[src/design/tcc_pkg.sv]
package tcc_pkg;
    // Register byte offsets
    localparam logic [7:0]  STATUS_OFS    = 8'h10;
    localparam logic [7:0]  EVENT_OFS     = 8'h14;
    localparam logic [7:0]  MODE_LOW_OFS  = 8'h18;
    localparam logic [7:0]  COMPARE0_OFS  = 8'h34;

    // Event strobe bit positions
    localparam int          EV_UPDATE     = 0;
    localparam int          EV_CHAN0      = 1;
    localparam int          EV_CONTROL    = 5;
    localparam int          EV_TRIGGER    = 6;
    localparam int          EV_BREAK      = 7;

    // Status bit positions
    localparam int          ST_UPDATE     = 0;
    localparam int          ST_CHAN0      = 1;
    localparam int          ST_CONTROL    = 5;
    localparam int          ST_TRIGGER    = 6;
    localparam int          ST_BREAK      = 7;
    localparam int          ST_OVERCAP0   = 9;

    // Channel mode field positions
    localparam int          MD_SEL_LSB    = 0;
    localparam int          MD_FAST       = 2;
    localparam int          MD_PRELOAD    = 3;
    localparam int          MD_MODE_LSB   = 4;
    localparam int          MD_CLEAR      = 7;
    localparam int          MD_SEL1_LSB   = 8;

    // Reset values
    localparam logic [15:0] MODE_RST      = 16'h0000;
    localparam logic [15:0] STATUS_RST    = 16'h0000;
    localparam logic [15:0] COMPARE_RST   = 16'h0000;

    // Trigger edge to output delay with fast enable, in cycles
    localparam int          FAST_TRIG_CYC = 3;

    typedef enum logic [1:0] {
        TCC_SEL_OUTPUT = 2'b00,
        TCC_SEL_IN_ONE = 2'b01,
        TCC_SEL_IN_TWO = 2'b10,
        TCC_SEL_IN_TRG = 2'b11
    } tcc_sel_t;

    typedef enum logic [2:0] {
        TCC_OM_FROZEN  = 3'b000,
        TCC_OM_SET     = 3'b001,
        TCC_OM_CLEAR   = 3'b010,
        TCC_OM_TOGGLE  = 3'b011,
        TCC_OM_FORCE_L = 3'b100,
        TCC_OM_FORCE_H = 3'b101,
        TCC_OM_PWM_ONE = 3'b110,
        TCC_OM_PWM_TWO = 3'b111
    } tcc_omode_t;
endpackage

[src/design/tcc_chan_ctrl.sv]
// The plain strobed port was chosen for this implementation.
`timescale 1ns/10ps
// Behaviour
// Output channel flag sets on compare match
// Compare above reload flags on overflow/underflow
// Input capture sets flag; clear by read
// Update flag on wrap when repetition zero
// Soft or trigger reinit flags unless restricted
// Event bits written one, self-clear, zero ignored
// Break strobe clears output enable, sets flag
// Trigger strobe sets trigger flag
// Control strobe updates only with preload select
// Channel strobe on output sets flag
// Channel strobe on input captures, overcapture
// Update strobe reloads counter and prescaler
// Selection decodes output, input one/two/trigger
// Selection writable only while channel disabled
// Clear enable drives reference low on trigger
// Modes frozen, set, clear, toggle, force
// PWM one and two levels by direction
// Lock level three freezes mode, preload
// PWM reference changes only on compare change; the code also moves it after frozen mode and on a fast hit
// Preload selects shadow compare, moved on update
// Software uses preload with PWM mode
// Fast enable acts as match in three
// Software clears flags by writing zero
// Event register reads as zero
module tcc_chan_ctrl #(
    parameter int CW            = 16,
    parameter bit HAS_COMPL_OUT = 1'b1
) (
    input  wire logic              mclk,
    input  wire logic              rst_n,
    input  wire logic [7:0]        reg_addr,
    input  wire logic [15:0]       reg_wdata,
    input  wire logic              reg_wr,
    input  wire logic              reg_rd,
    output logic [15:0]            reg_rdata,
    input  wire logic [CW-1:0]     counter_value,
    input  wire logic [CW-1:0]     auto_reload_value,
    input  wire logic              count_down,
    input  wire logic [1:0]        center_align_select,
    input  wire logic              counter_wrap,
    input  wire logic              rep_count_zero,
    input  wire logic              update_disable,
    input  wire logic              update_source_restrict,
    input  wire logic              trigger_reinit,
    input  wire logic              trigger_edge,
    input  wire logic              chan0_enable,
    input  wire logic              chan1_enable,
    input  wire logic              control_preload_select,
    input  wire logic              lock_level3,
    input  wire logic              int_trig_selected,
    input  wire logic              capture_edge,
    input  wire logic              filtered_external_trigger,
    input  wire logic              timer_input_one,
    input  wire logic              timer_input_two,
    input  wire logic              internal_trigger_source,
    output logic                   chan0_output_reference,
    output logic                   chan0_capture_input,
    output logic                   main_output_enable_clr,
    output logic                   control_update_event,
    output logic                   update_event,
    output logic                   counter_reload,
    output logic [CW-1:0]          counter_load_value,
    output logic [15:0]            status_flags
);
    import tcc_pkg::*;

    logic [7:0]    strobe_q;
    logic [15:0]   mode_q;
    logic [15:0]   status_q;
    logic [CW-1:0] cmp_pre_q;
    logic [CW-1:0] cmp_act_q;
    logic          ref_q;
    logic          pwm_lvl_q;
    logic [2:0]    omode_prev_q;
    logic [1:0]    trig_pipe_q;
    logic [2:0]    pin_s1_q;
    logic [2:0]    pin_s2_q;
    logic [15:0]   rdata_q;
    logic          moe_clr_q;
    logic          com_ev_q;
    logic          upd_ev_q;
    logic          reload_q;
    logic [CW-1:0] load_val_q;

    tcc_sel_t      sel0;
    tcc_omode_t    omode;
    logic          is_output;
    logic          preload_on;
    logic          wr_mode;
    logic          wr_cmp;
    logic          rd_cmp;
    logic          center;
    logic          match;
    logic          cmp_event;
    logic          sw_chan_ev;
    logic          capture;
    logic          upd_wrap;
    logic          upd_soft;
    logic          upd_any;
    logic          pwm_lvl;
    logic          fast_hit;
    logic          etr_clear;
    logic          ref_d;

    assign sel0       = tcc_sel_t'(mode_q[MD_SEL_LSB +: 2]);
    assign omode      = tcc_omode_t'(mode_q[MD_MODE_LSB +: 3]);
    assign is_output  = (sel0 == TCC_SEL_OUTPUT);
    assign preload_on = mode_q[MD_PRELOAD];
    assign wr_mode    = reg_wr && (reg_addr == MODE_LOW_OFS);
    assign wr_cmp     = reg_wr && (reg_addr == COMPARE0_OFS);
    assign rd_cmp     = reg_rd && (reg_addr == COMPARE0_OFS);
    assign center     = (center_align_select != 2'b00);

    // Software strobes: only ones are latched, held a single cycle
    always_ff @(posedge mclk) begin
        if (!rst_n) begin
            strobe_q <= 8'h00;
        end else if (reg_wr && (reg_addr == EVENT_OFS)) begin
            strobe_q <= reg_wdata[7:0];
        end else begin
            strobe_q <= 8'h00;
        end
    end

    // Update sources; a disabled update also suppresses preload transfer
    assign upd_wrap = counter_wrap && rep_count_zero && !update_disable;
    assign upd_soft = (strobe_q[EV_UPDATE] || trigger_reinit) && !update_disable;
    assign upd_any  = upd_wrap || upd_soft;

    // Match: above-reload compare only fires on wrap; center exceptions live in the counter core
    assign match      = is_output && ((cmp_act_q > auto_reload_value) ? counter_wrap
                                       : (counter_value == cmp_act_q));
    assign sw_chan_ev = strobe_q[EV_CHAN0];
    assign cmp_event  = match || (sw_chan_ev && is_output);
    assign capture    = !is_output && (capture_edge || sw_chan_ev);

    // Mode register: selection gated by enable, mode/preload gated by lock
    always_ff @(posedge mclk) begin
        if (!rst_n) begin
            mode_q <= MODE_RST;
        end else if (wr_mode) begin
            if (!chan0_enable) begin
                mode_q[MD_SEL_LSB +: 2] <= reg_wdata[MD_SEL_LSB +: 2];
            end
            if (!(lock_level3 && is_output)) begin
                mode_q[MD_MODE_LSB +: 3] <= reg_wdata[MD_MODE_LSB +: 3];
                mode_q[MD_PRELOAD]       <= reg_wdata[MD_PRELOAD];
            end
            mode_q[MD_FAST]  <= reg_wdata[MD_FAST];
            mode_q[MD_CLEAR] <= reg_wdata[MD_CLEAR];
            if (!chan1_enable) begin
                mode_q[MD_SEL1_LSB +: 2] <= reg_wdata[MD_SEL1_LSB +: 2];
            end
            mode_q[15:10] <= reg_wdata[15:10];
        end
    end

    // Compare shadow and active copies; capture loads both so reads see it
    always_ff @(posedge mclk) begin
        if (!rst_n) begin
            cmp_pre_q <= COMPARE_RST[CW-1:0];
            cmp_act_q <= COMPARE_RST[CW-1:0];
        end else if (capture) begin
            cmp_pre_q <= counter_value;
            cmp_act_q <= counter_value;
        end else begin
            if (wr_cmp) begin
                cmp_pre_q <= reg_wdata[CW-1:0];
            end
            if (wr_cmp && !preload_on) begin
                cmp_act_q <= reg_wdata[CW-1:0];
            end else if (upd_any && preload_on) begin
                cmp_act_q <= wr_cmp ? reg_wdata[CW-1:0] : cmp_pre_q;
            end
        end
    end

    // Sticky flags: hardware set wins over a software clear in the same cycle
    always_ff @(posedge mclk) begin
        if (!rst_n) begin
            status_q <= STATUS_RST;
        end else begin
            if (reg_wr && (reg_addr == STATUS_OFS)) begin
                status_q[ST_UPDATE]   <= status_q[ST_UPDATE] & reg_wdata[ST_UPDATE];
                status_q[ST_CHAN0]    <= status_q[ST_CHAN0] & reg_wdata[ST_CHAN0];
                status_q[ST_CONTROL]  <= status_q[ST_CONTROL] & reg_wdata[ST_CONTROL];
                status_q[ST_TRIGGER]  <= status_q[ST_TRIGGER] & reg_wdata[ST_TRIGGER];
                status_q[ST_BREAK]    <= status_q[ST_BREAK] & reg_wdata[ST_BREAK];
                status_q[ST_OVERCAP0] <= status_q[ST_OVERCAP0] & reg_wdata[ST_OVERCAP0];
            end
            if (rd_cmp && !is_output) begin
                status_q[ST_CHAN0] <= 1'b0;
            end
            if (upd_wrap || (upd_soft && !update_source_restrict)) begin
                status_q[ST_UPDATE] <= 1'b1;
            end
            if (cmp_event || capture) begin
                status_q[ST_CHAN0] <= 1'b1;
            end
            if (capture && status_q[ST_CHAN0]) begin
                status_q[ST_OVERCAP0] <= 1'b1;
            end
            if (com_ev_q) begin
                status_q[ST_CONTROL] <= 1'b1;
            end
            if (strobe_q[EV_TRIGGER]) begin
                status_q[ST_TRIGGER] <= 1'b1;
            end
            if (strobe_q[EV_BREAK]) begin
                status_q[ST_BREAK] <= 1'b1;
            end
        end
    end

    // Event pulses toward the counter core and output stage
    always_ff @(posedge mclk) begin
        if (!rst_n) begin
            moe_clr_q  <= 1'b0;
            com_ev_q   <= 1'b0;
            upd_ev_q   <= 1'b0;
            reload_q   <= 1'b0;
            load_val_q <= '0;
        end else begin
            moe_clr_q <= strobe_q[EV_BREAK];
            com_ev_q  <= strobe_q[EV_CONTROL] && control_preload_select && HAS_COMPL_OUT;
            upd_ev_q  <= upd_any;
            reload_q  <= upd_soft;
            if (upd_soft) begin
                load_val_q <= (center || !count_down) ? '0 : auto_reload_value;
            end
        end
    end

    // Pin inputs crossing into the timer clock
    always_ff @(posedge mclk) begin
        if (!rst_n) begin
            pin_s1_q <= 3'b000;
            pin_s2_q <= 3'b000;
        end else begin
            pin_s1_q <= {internal_trigger_source, timer_input_two, timer_input_one};
            pin_s2_q <= pin_s1_q;
        end
    end

    // Capture source decode; trigger source is dead without an internal trigger
    logic cap_in_q;
    always_ff @(posedge mclk) begin
        if (!rst_n) begin
            cap_in_q <= 1'b0;
        end else begin
            unique case (sel0)
                TCC_SEL_OUTPUT: cap_in_q <= 1'b0;
                TCC_SEL_IN_ONE: cap_in_q <= pin_s2_q[0];
                TCC_SEL_IN_TWO: cap_in_q <= pin_s2_q[1];
                TCC_SEL_IN_TRG: cap_in_q <= pin_s2_q[2] && int_trig_selected;
            endcase
        end
    end

    // PWM level from the live comparison and count direction
    always_comb begin
        if (count_down) begin
            pwm_lvl = (counter_value <= cmp_act_q);
        end else begin
            pwm_lvl = (counter_value < cmp_act_q);
        end
        if (omode == TCC_OM_PWM_TWO) begin
            pwm_lvl = !pwm_lvl;
        end
    end

    // Fast path: trigger edge treated as a match after a fixed pipeline
    always_ff @(posedge mclk) begin
        if (!rst_n) begin
            trig_pipe_q <= 2'b00;
        end else begin
            trig_pipe_q <= {trig_pipe_q[0], trigger_edge};
        end
    end
    assign fast_hit  = trig_pipe_q[FAST_TRIG_CYC-2] && mode_q[MD_FAST] && omode[2] && omode[1];
    assign etr_clear = mode_q[MD_CLEAR] && filtered_external_trigger;

    // Reference level; PWM only moves when the comparison moves, the previous mode was frozen, or the fast path hits
    always_comb begin
        ref_d = ref_q;
        unique case (omode)
            TCC_OM_FROZEN:  ref_d = ref_q;
            TCC_OM_SET:     ref_d = match ? 1'b1 : ref_q;
            TCC_OM_CLEAR:   ref_d = match ? 1'b0 : ref_q;
            TCC_OM_TOGGLE:  ref_d = match ? !ref_q : ref_q;
            TCC_OM_FORCE_L: ref_d = 1'b0;
            TCC_OM_FORCE_H: ref_d = 1'b1;
            TCC_OM_PWM_ONE,
            TCC_OM_PWM_TWO: begin
                if ((pwm_lvl != pwm_lvl_q) || (omode_prev_q == TCC_OM_FROZEN)) begin
                    ref_d = pwm_lvl;
                end
                if (fast_hit) begin
                    ref_d = (omode == TCC_OM_PWM_TWO) ^ count_down;
                end
            end
        endcase
        if (!is_output) begin
            ref_d = 1'b0;
        end
        if (etr_clear) begin
            ref_d = 1'b0;
        end
    end

    always_ff @(posedge mclk) begin
        if (!rst_n) begin
            ref_q        <= 1'b0;
            pwm_lvl_q    <= 1'b0;
            omode_prev_q <= TCC_OM_FROZEN;
        end else begin
            ref_q        <= ref_d;
            pwm_lvl_q    <= pwm_lvl;
            omode_prev_q <= omode;
        end
    end

    // Read data one cycle after the strobe; event register always reads zero
    always_ff @(posedge mclk) begin
        if (!rst_n) begin
            rdata_q <= 16'h0000;
        end else if (reg_rd) begin
            unique case (reg_addr)
                STATUS_OFS:   rdata_q <= status_q;
                EVENT_OFS:    rdata_q <= 16'h0000;
                MODE_LOW_OFS: rdata_q <= mode_q;
                COMPARE0_OFS: rdata_q <= 16'(cmp_pre_q);
                default:      rdata_q <= 16'h0000;
            endcase
        end else begin
            rdata_q <= 16'h0000;
        end
    end

    assign reg_rdata              = rdata_q;
    assign chan0_output_reference = ref_q;
    assign chan0_capture_input    = cap_in_q;
    assign main_output_enable_clr = moe_clr_q;
    assign control_update_event   = com_ev_q;
    assign update_event           = upd_ev_q;
    assign counter_reload         = reload_q;
    assign counter_load_value     = load_val_q;
    assign status_flags           = status_q;
endmodule // tcc_chan_ctrl

[config.mk]
export PLATFORM = sky130hd
export DESIGN_NAME = tcc_chan_ctrl
export DESIGN_NICKNAME = d
export VERILOG_FILES = /design/src/design/tcc_pkg.sv /design/src/design/tcc_chan_ctrl.sv
export SDC_FILE = /design/constraint.sdc
export NUM_CORES = 1
export LEC_CHECK = 0
export BUFFER_PORTS_ARGS = -buffer_cell sky130_fd_sc_hd__clkbuf_2
export CAP_MARGIN = 0
export CORE_MARGIN = 4
export CORE_UTILIZATION = 29
export DETAILED_ROUTE_END_ITERATION = 10
export SKIP_LAST_GASP = 1
export SLEW_MARGIN = 20
export SYNTH_ARGS = -nofsm -noshare
export SYNTH_HDL_FRONTEND = slang
export SYNTH_SLANG_ARGS = --single-unit
export TNS_END_PERCENT = 20
[constraint.sdc]
create_clock -name mclk -period 2.45 [get_ports mclk]
set_input_delay 0.245 -clock mclk [delete_from_list [all_inputs] [get_ports mclk]]
set_output_delay 0.245 -clock mclk [all_outputs]
set_load 0.02 [all_outputs]
==> Word-level counts from Yosys, hierarchy flattened <==
Cells that the tools add are included.
{ "classes": {"mux": 27, "eq_ne": 20, "n_addsub": 0, "magnitude_cmp": 3, "n_reduce_logical": 57, "bitwise": 13, "n_div": 0, "shift": 0, "n_mul": 0} }
{ "ops": {"columns": ["op", "n"], "rows": [
  ["$mux W16", 6],
  ["$pmux W16 S3", 1],
  ["$eq A8 B5 Y1 const B", 3],
  ["$logic_and A1 B1 Y1", 23],
  ["$eq A16 B16 Y1", 1],
  ["$gt A16 B16 Y1", 1],
  ["$le A16 B16 Y1", 1],
  ["$lt A16 B16 Y1", 1],
  ["$mux W1", 16],
  ["$eq A3 B3 Y1 const B", 4],
  ["$reduce_bool A2 Y1", 6],
  ["$reduce_and A2 Y1", 5],
  ["$eq A8 B6 Y1 const B", 1],
  ["$logic_or A1 B1 Y1", 8],
  ["$logic_not A1 Y1", 7],
  ["$and A1 B1 Y1", 6],
  ["$eq A3 B2 Y1 const B", 2],
  ["$logic_not A3 Y1", 2],
  ["$ne A2 B2 Y1 const B", 3],
  ["$not A1 Y1", 6],
  ["$pmux W1 S6", 1],
  ["$reduce_bool A3 Y1", 2],
  ["$reduce_and A5 Y1", 1],
  ["$eq A2 B2 Y1 const B", 2],
  ["other kinds (11)", 11]
]} }
{ "word_totals": {"memories": 0, "output_inout_bits": 54, "ram_bits": 0, "word_cells": 146, "in_bits": 79, "latchBits": 0, "regBits": 112, "mem_bits_ro": 0} }

==> Logic depth before layout (Yosys ltp) <==
Gate-level depths: netlist of the first run.
{ "logic_depth": {"depth_word": 9, "mapped_depth": 9, "depth_no_buf": 9} }

==> Worst setup path before layout of the first run <==
No wires, ideal clock.
{ "synth_timing": {"path_kind": "register to register", "startpoint": "register cmp_act_q[15]", "endpoint": "register ref_q, in the netlist chan0_output_reference", "setup_ps": 121, "t_arrival_ps": 2021, "path_slack_ps": 308, "path_stages_with_launch": 10, "period_less_slack_ps": 2142, "path_cell_list": "dfxtp_1 > inv_1 > ha_1 > nand4_2 > nor4_1 > and2_1 > a31o_1 > xor3_1 > o22a_1 > mux2i_1"} }
{ "synth_via": {"elab_chain_cells": 8, "elab_cells_between_ends": 19, "classes_between": "order compare: 3; eq/ne: 6; mux: 6; reduce/logical: 4"} }
{ "synth_rtl": {"columns": ["item", "line_no", "rtl"], "rows": [
  ["start, declared", "tcc_chan_ctrl.sv:74", "logic [CW-1:0] cmp_act_q;"],
  ["start signal, assigned", "tcc_chan_ctrl.sv:165", "cmp_act_q <= COMPARE_RST[CW-1:0];"],
  ["start signal, assigned", "tcc_chan_ctrl.sv:168", "cmp_act_q <= counter_value;"],
  ["start signal, assigned", "tcc_chan_ctrl.sv:174", "cmp_act_q <= reg_wdata[CW-1:0];"],
  ["$lt A16 B16 Y1 or $le A16 B16 Y1 (tied branches)", "tcc_chan_ctrl.sv:268, tcc_chan_ctrl.sv:266", null],
  ["$mux W1", "tcc_chan_ctrl.sv:265", "if (count_down) begin"],
  ["$logic_not A1 Y1", "tcc_chan_ctrl.sv:271", "pwm_lvl = !pwm_lvl;"],
  ["$mux W1", "tcc_chan_ctrl.sv:270", "if (omode == TCC_OM_PWM_TWO) begin"],
  ["$ne A1 B1 Y1", "tcc_chan_ctrl.sv:298", "if ((pwm_lvl != pwm_lvl_q) || (omode_prev_q == TCC_OM_FROZEN)) begin"],
  ["$logic_or A1 B1 Y1", "tcc_chan_ctrl.sv:298", null],
  ["$ne A3 B3 Y1 (no line)", null, null],
  ["$reduce_and A5 Y1 (no line)", null, null],
  ["end signal, assigned", "tcc_chan_ctrl.sv:320", "ref_q <= ref_d;"],
  ["end, declared", "tcc_chan_ctrl.sv:75", "logic ref_q;"]
]} }
Several ways; a longest one is shown, not always the timed one. The select of a mux whose other input is x is not followed.
A chain may end at the register's enable or synchronous reset.

==> Worst setup path in the final report of the first run <==
Ends and elaborated chain as after synthesis.

==> results of run 1 <==
-- synthesized netlist by cell type, types with 2 or more instances --
| master | number |
|---|---|
| buf_2 | 6 |
| dfxtp_1 | 109 |
| and3_1 | 4 |
| a222oi_1 | 6 |
| inv_1 | 36 |
| nand3_1 | 11 |
| nor4bb_1 | 2 |
| o211ai_1 | 2 |
| a22oi_1 | 26 |
| and2_1 | 36 |
| nor4_1 | 2 |
| o21a_1 | 8 |
| ha_1 | 32 |
| o21ai_0 | 14 |
| nand2_1 | 45 |
| clkbuf_1 | 20 |
| mux2i_1 | 26 |
| nand4_1 | 6 |
| a21oi_1 | 42 |
| nor2b_1 | 3 |
| a21o_1 | 2 |
| nor2_1 | 85 |
| buf_4 | 11 |
| o21ai_1 | 12 |
| nand3b_1 | 4 |
-- worst paths after layout --
| check | startpoint | to | slack (ps) | depth (start not counted) |
|---|---|---|---|---|
| min reg2reg | pin_s1_q[2]$_SDFF_PN0_ | pin_s2_q[2]$_SDFF_PN0_ | 440 | 1 |
| max reg2reg | cmp_act_q[15]$_SDFFE_PN0P_ | chan0_output_reference$_SDFFE_PP0P_ | 100 | 9 |
| max | cmp_act_q[15]$_SDFFE_PN0P_ | chan0_output_reference$_SDFFE_PP0P_ | 100 | 9 |
| min | internal_trigger_source | pin_s1_q[2]$_SDFF_PN0_ | 90 | 2 |
-- final cells by class --
type	instances	share of cell area [%]
clock buffers	9	3.654
multi-input cells	404	41.78
well taps	220	4.466
repair buffers	135	11.49
inverters	36	2.192
flip-flops and latches	109	35.40
clock inverters	7	1.015
-- critical path, delay by kind of cell, from the launching register on --
kind                       cells  cell delay, ps
and+or+nand+nor                3             730
AOI/OAI and AO/OA              2             390
DFF                            1             340
adders and majority gates      1             330
xor gates and xnor gates       1             260
muxes                          1             120
buffers and inverters          1              70
-- where the power goes --
part	internal, mW	total (mW)	switching [mW]
Clock	0.715	1.43	0.719
Combinational	0.0987	0.247	0.148
Sequential	1.78	1.79	0.00480
Total	2.60	3.47	0.872
-- logic make-up after synthesis --
kind of cell / Yosys count / share of synthesized area [%]
and+or+nand+nor: 207 / 19.74
muxes: 27 / 5.402
adders and majority gates: 32 / 7.966
other: 1 / 0.07461
buffers and inverters: 74 / 6.497
AOI/OAI and AO/OA: 127 / 16.43
DFF: 109 / 43.42
xor gates and xnor gates: 1 / 0.4729
-- layer usage --
layer	GRT usage [%]	vias up	routed length, um
met5	0	-	6
met2	24.27	104	6840
met3	5.214	8	954
li1	-	2212	-
met1	17.11	1952	5996
met4	3.468	2	96
-- flip-flops by register name, indices dropped and copies added (netlist names) --
signal	count
chan0_capture_input	1
chan0_output_reference	1
cmp_act_q	16
cmp_pre_q	16
control_update_event	1
counter_load_value	16
counter_reload	1
main_output_enable_clr	1
mode_q	16
omode_prev_q	3
pin_s1_q	3
pin_s2_q	3
pwm_lvl_q	1
reg_rdata	16
status_flags	6
strobe_q	5
trig_pipe_q	2
update_event	1
-- cells in the final DEF, fill, tap and decap left out, types with 4 or more instances in the layout --
cell       instances
nand4_1            6
nand3_1           11
a22oi_1           26
o21ai_1           12
nand3b_1           4
and3_1             4
nor2_1            84
o21ai_0           14
ha_1              32
and2_1            36
inv_1             36
dfxtp_1          109
clkbuf_2         122
mux2i_1           26
conb_1            10
buf_4             13
nand2_1           45
a21oi_1           42
o21a_1             8
a222oi_1           6
clkbuf_16          9
-- stage by stage --
| stage | power (mW) | setup TNS, ps | cells | util (%) |
|---|---|---|---|---|
| 6_report | 3.469 | 0 | 920 | 36.77 |
| 5_1_grt | 3.638 | -38.48 | 920 | 36.77 |
| 4_1_cts | 3.543 | 0 | 920 | 36.74 |
| 3_5_place_dp | 2.079 | -54.72 | 904 | 35.02 |
| 3_3_place_gp | 2.079 | 0 | 904 | 35.02 |
| 2_1_floorplan | 1.960 | 0 | 587 | - |
==> reports/results.tsv, run 1 <==
metric	value	unit
outcome	finished clean	
postLayoutCellArea	6163	sq um
die_area	19500	sq um
root_buffer	clkbuf_16	
synth_seq_cells	109	
clk_pin_slew_worst_paths	80	ps
antenna_cells	0	
grt.total_usage	14.24	%
p_per_area	562.8	nW/um^2
drtIter0Drc	193	
cts_max_level	3	
yosys_warnings	0	
hold_slack	94.17	ps
synth_top_area_share	43.42	%
slowest_delay	360	ps
synth-seq-area-share	43.42	%
layout-drive-gt1-share	22.86	%
clock_sinks	109	
crit_chain	inv_1 > ha_1 > nand4_2 > nor4_1 > and2_1 > a31o_1 > xor3_1 > o22a_1 > mux2i_1	
avgSynthCellArea	8.696	sq um
grt_max_degree	56	
dp_hpwl	10.83	mm
clock_path_buffers	2	
worstHoldPathType	in -> reg	
crit_path_top_delay_cell	nor4_1	
cts_buffers	9	
worst-path-max-fanout	4	
fillers	1789	
seqCellArea	2182	sq um
place.port_buffers	122	
gp_congestion	0.8230	
vias_per_cell	4.650	
synth.cell_area	5026	sq um
maxCapViolCount	0	
arrival	2600	ps
die_x	139.7	um
multiInputGateArea	2575	sq um
drc	0	
core-area	16760	sq um
postCtsHoldBufs	0	
cp-start-kind	flip-flop	
ioPinCount	133	
antenna_left	0	
report.final.slew_viol_count	0	
path_class	reg -> reg	
rows	47	
timing_hold_violations_final	0	
grt_setup_unrepaired	true	
start_util	29.99	%
synthTopCellsByArea	dfxtp_1 (43%), ha_1 (8.0%), nor2_1 (6.3%)	
synthFlopType	dfxtp_1	
min_period	2352	ps
drt-pass1-iter-count	5	
fin_ws	98.16	ps
post-route-period-util	95.99	%
finClkSkew	10.08	ps
post_dp_cell_area	5869	sq um
critPathRequiredTime	2690	ps
fmax	425.2	MHz
wl_per_cell	15.10	um
synth_enable_flop_cells	0	
cts_setup_buffers	0	
grt_overflow_total	0	
area_growth	22.63	%
async_flop_share	0	%
synth_area_leader_cell	dfxtp_1	
endpoint_kind	flip-flop	
ir_drop	374.6	uV
worst_pin_slew	654.6	ps
vias	4278	
dieHeight	139.7	um
grt_pass1_vias	4306	
antenna_found_initial	1	
place_ws	-47.65	ps
slew_headroom	55.23	%
synth_cell_type_count	53	
wl	13.89	mm
cts_tree	done	
synthCells	578	
nets	806	
grt_pass1_wl	21.95	mm
clk_latency	350	ps
setup-violations-final	0	
ctsResizeCount	0	
leakage	2.765	nW
Power figures use the tool's default switching activity.
==> run 2: changes to the inputs <==
Settings changed: CORE_MARGIN 4 to 2.
==> run 2 against run 1 <==
  * Count of clock-buffer cells in the layout unchanged
  * Fmax rose by 2.6%
  * Clock skew rose by 2.4 ps
  * Final area is 1.3% higher
  * Global-route usage grew 1.3 points
  * Clock power is 12% higher
  * Combinational power is 2% higher
  * Sequential power barely moved
  * Register-to-register slack better by 60 ps
  * Setup slack better by 60 ps
  * Via count increased by 1.8%
  * Critical endpoint unchanged
==> reports/results.tsv, run 2 (same netlist as run 1, synthesis figures left out) <==
metric	value	unit
worst-path-max-fanout	4	
nets	806	
drc	0	
clk_latency	360	ps
die_area	18400	sq um
postCtsHoldBufs	0	
path_class	reg -> reg	
drtIter0Drc	213	
clk_pin_slew_worst_paths	80	ps
antenna_cells	0	
grt_pass1_vias	4220	
p_per_area	582.8	nW/um^2
antenna_left	0	
finalPower	3.639	mW
fin_ws	158.3	ps
area_growth	24.22	%
layout-drive-gt1-share	23.29	%
rows	48	
clock_sinks	109	
outcome	finished clean	
ir_drop	468.9	uV
place_ws	3.685	ps
grt_max_degree	56	
vias	4354	
fmax	436.4	MHz
grt.total_usage	15.50	%
post-route-period-util	93.54	%
dp_hpwl	10.57	mm
endpoint_kind	flip-flop	
slew_headroom	46.77	%
core-area	17120	sq um
place.port_buffers	122	
cts_max_level	3	
gp_congestion	0.8054	
wl_per_cell	14.95	um
slowest_delay	480	ps
grt_pass1_wl	21.82	mm
report.final.slew_viol_count	0	
wl	13.83	mm
post_dp_cell_area	5859	sq um
dieHeight	135.7	um
postLayoutCellArea	6243	sq um
ioPinCount	133	
clock_path_buffers	2	
root_buffer	clkbuf_16	
fin_setup_tns	0	ps
cts_tree	done	
timing_hold_violations_final	0	
cp-start-kind	flip-flop	
final_cells	925	
critPathRequiredTime	2750	ps
vias_per_cell	4.707	
leakage	2.791	nW
finClkSkew	12.51	ps
maxCapViolCount	0	
die_x	135.7	um
setup-violations-final	0	
cts_buffers	9	
reg2reg_slack	160	ps
start_util	29.36	%
arrival	2590	ps
hold_slack	82.52	ps
layout_common_cells	clkbuf_2 (122), dfxtp_1 (109), nor2_1 (84), nand2_1 (45), a21oi_1 (42)	
mostFrequentLayoutCell	clkbuf_2	
grt_overflow_total	0	
crit_path_top_delay_cell	a2111o_1	
grt_setup_unrepaired	true	
antenna_found_initial	1	
post-place-cells	908	
drt-pass1-iter-count	5	
worst_pin_slew	778.3	ps
crit_chain	inv_1 > ha_1 > nand4_2 > a2111o_1 > a31o_4 > a2111oi_4 > o21ai_1 > mux2i_1	
post-route-util	36.48	%
worstHoldPathType	in -> reg	
min_period	2292	ps
run 2: cell count changes in the layout (fill, tap and decap cells not counted), sizes merged:
cell / before / now
bufinv: 0 / 1
clkinv: 3 / 2
run 2: worst max-delay path: cells and delay by family (launching register included):
| kind | cells | cell delay (ps) |
|---|---|---|
| AOI/OAI and AO/OA | 4 | 1180 |
| adders and majority gates | 1 | 310 |
| buffers and inverters | 1 | 70 |
| DFF | 1 | 340 |
| and+or+nand+nor | 1 | 190 |
| muxes | 1 | 150 |
run 2: path summary, 6_finish.rpt:
check,start,endpoint,depth (start not counted)
min,timer_input_one,pin_s1_q[0]$_SDFF_PN0_,2
max reg2reg,cmp_act_q[13]$_SDFFE_PN0P_,chan0_output_reference$_SDFFE_PP0P_,8
max,cmp_act_q[13]$_SDFFE_PN0P_,chan0_output_reference$_SDFFE_PP0P_,8
min reg2reg,pin_s1_q[2]$_SDFF_PN0_,pin_s2_q[2]$_SDFF_PN0_,1
run 2: metal layers:
layer,share of wire [%],GRT usage (%),vias up
li1,-,-,2210
met1,44,19.50,2013
met2,47,25.45,120
met3,7.5,5.088,11
met4,1.4,4.225,0
met5,0,0,-
run 2: timing repair:
item                                   in CTS  in global routing
gates resized for setup                     0                  6
setup buffers                               0                  1
setup endpoints to repair                   0                  2
endpoints found under the hold margin       0                  0
run 2: layout make-up:
cell class / count / area (sq um)
Inverter: 36 / 135.1
Sequential cell: 109 / 2182
Multi-Input combinational cell: 404 / 2609
Clock buffer: 9 / 225.2
Clock inverter: 7 / 102.6
Fill cell: 1805 / 10870
Tap cell: 225 / 281.5
Timing Repair Buffer: 135 / 708.2
run 2: where the power goes:
part | total [mW] | switching (mW) | internal [mW] | leakage, nW
Combinational | 0.252 | 0.153 | 0.0996 | 1.75
Clock | 1.60 | 0.765 | 0.834 | 0.160
Sequential | 1.79 | 0.00494 | 1.78 | 0.880
Total | 3.64 | 0.923 | 2.72 | 2.79
==> run 3: changes to the inputs <==
Settings changed: ABC_AREA from default to 1.
==> run 3 against run 2 <==
  * Cell count is 16% higher
  * Area after synthesis up 5.9%
  * Final area rose by 3.0%
  * Clock skew is 2.2 ps lower
  * Setup slack better by 250 ps
  * First-iteration DRC count rose by 16%
  * Count of clock-buffer cells in the layout stayed put
  * Via count grew 9.2%
  * Flip-flop and latch count did not move
  * Register-to-register slack better by 250 ps
  * Fmax increased by 12%
  * Critical path type unchanged
  * Highest routed layer unchanged
==> reports/results.tsv, run 3 <==
metric	value	unit
outcome	finished clean	
worstHoldPathType	in -> reg	
area_growth	20.83	%
min_period	2041	ps
synthCells	726	
clk_pin_slew_worst_paths	80	ps
setup-violations-final	0	
wl_per_cell	13.60	um
path_class	reg -> reg	
synth_area_leader_cell	dfxtp_1	
postCtsHoldBufs	0	
slew_headroom	65.21	%
maxCapViolCount	0	
avgSynthCellArea	7.330	sq um
cts_buffers	9	
clock_sinks	109	
gp_congestion	0.8624	
arrival	2300	ps
vias_per_cell	4.421	
hold_slack	60.98	ps
post_dp_cell_area	6121	sq um
p_sw_share	25.38	%
grt_pass1_vias	4699	
antenna_cells	0	
grt_setup_unrepaired	false	
p_int	2.702	mW
critPathRequiredTime	2710	ps
post-route-util	35.79	%
layout_common_cells	inv_1 (158), nand2_1 (135), clkbuf_2 (122), dfxtp_1 (109), nor2_1 (59)	
grt_pass1_wl	23.71	mm
cp-start-kind	flip-flop	
synth_enable_flop_cells	0	
antenna_found_initial	0	
synth_top_area_share	41.01	%
yosys_warnings	0	
cts_setup_buffers	0	
synth_cell_type_count	40	
async_flop_share	0	%
clock_path_buffers	2	
report.final.slew_viol_count	0	
drtIter0Drc	248	
grt_overflow_total	0	
leakage	3.387	nW
postLayoutCellArea	6430	sq um
netlist_top_cells_count	inv_1 (158), nand2_1 (135), dfxtp_1 (109)	
antenna_left	0	
cts_tree	done	
post-route-period-util	83.29	%
drt-pass1-iter-count	4	
worst_pin_slew	521.0	ps
timing_hold_violations_final	0	
nets	952	
synth_seq_cells	109	
endpoint_kind	flip-flop	
ir_drop	381.9	uV
yosysMostFrequentCell	inv_1	
clk_latency	360	ps
rows	49	
combPwrFrac	7.4	%
dp_hpwl	11.50	mm
root_buffer	clkbuf_16	
die_x	139.5	um
grt.total_usage	15.44	%
synth.cell_area	5321	sq um
die_area	19450	sq um
ctsResizeCount	0	
synthTopCellsByArea	dfxtp_1 (41%), inv_1 (11%), nand2_1 (9.5%)	
finClkSkew	10.27	ps
grt_max_degree	42	
p_per_area	563.2	nW/um^2
clkPwrFrac	43.1	%
drc	0	
wl	14.62	mm
fin_ws	409.4	ps
reg2reg_slack	410	ps
cts_max_level	3	
ioPinCount	133	
layout-drive-gt1-share	19.39	%
mostFrequentLayoutCell	inv_1	
pwr-share-seq	49.5	%
start_util	29.62	%
synthFlopType	dfxtp_1	
place.port_buffers	122	
core-area	17960	sq um
switchingPower	919.0	uW
fin_setup_tns	0	ps
worst-path-max-fanout	4	
dieHeight	139.5	um
place_ws	369.0	ps
fmax	490.0	MHz
synth-seq-area-share	41.01	%
vias	4753	
run 3: cell count changes in the layout (fill, tap and decap cells not counted), moves of 7 or more:
cell and change:
nand2_1 +90, o21ai_0 +11, o21a_1 -8, nand3_1 +8
nor2_1 -25, o21ai_1 +7, inv_1 +122, and2_1 -36
o211ai_1 +33, a22oi_1 -10, mux2i_1 -26
run 3: cells by family after synthesis:
family	after synthesis	share of synthesized area, %
compound gates	155	18.03
fa+ha+maj	32	7.524
buf+inv	197	15.02
flops	109	41.01
other cells	1	0.07047
simple gates	232	18.34
run 3: layer usage:
metal,part of all wire (%),routed length (um),GRT usage (%),vias to the layer above
met5,0,0,0,-
met4,1.9,274,5.051,0
met3,4.7,691,3.716,17
met2,48,7022,25.90,89
met1,45,6634,19.52,2141
li1,-,-,-,2506
run 3: layout make-up:
cell class | instances | area, sq um
Inverter | 162 | 608.1
Fill cell | 1975 | 11530
Sequential cell | 109 | 2182
Clock inverter | 7 | 83.83
Timing Repair Buffer | 130 | 670.6
Clock buffer | 9 | 225.2
Multi-Input combinational cell | 429 | 2374
Tap cell | 229 | 286.5
run 3: final timing paths:
kind,start,cells past startpoint,to
max reg2reg,cmp_act_q[7]$_SDFFE_PN0P_,15,chan0_output_reference$_SDFFE_PP0P_
max,cmp_act_q[7]$_SDFFE_PN0P_,15,chan0_output_reference$_SDFFE_PP0P_
min,timer_input_two,3,pin_s1_q[1]$_SDFF_PN0_
min reg2reg,pin_s1_q[2]$_SDFF_PN0_,2,pin_s2_q[2]$_SDFF_PN0_
run 3: metrics by stage:
stage	std cells	power (mW)
finish	1075	3.621
global route	1075	3.778
CTS	1075	3.675
detailed placement	1059	2.107
global placement	1059	2.107
floorplan	735	1.988
run 3: critical path, stage by stage, from the launching register on:
cell	delay, ps
dfxtp_1	340
inv_1	50
ha_1	290
nand2_1	80
nor2_1	220
o21ai_0	120
nand3_1	90
nand2_1	50
nand2_1	100
nand2_1	70
nand2_1	90
nand2_1	60
nand2_1	50
nand3_1	90
a21oi_1	170
nor2_1	60
run 3: power by group through the flow:
stage	combinational [mW]	sequential [mW]	clock, mW
after global routing	0.310	1.79	1.67
final	0.269	1.79	1.56
after floorplan	0.148	1.84	0
after CTS	0.274	1.79	1.61
after global placement	0.273	1.83	0
after detailed placement	0.273	1.83	0
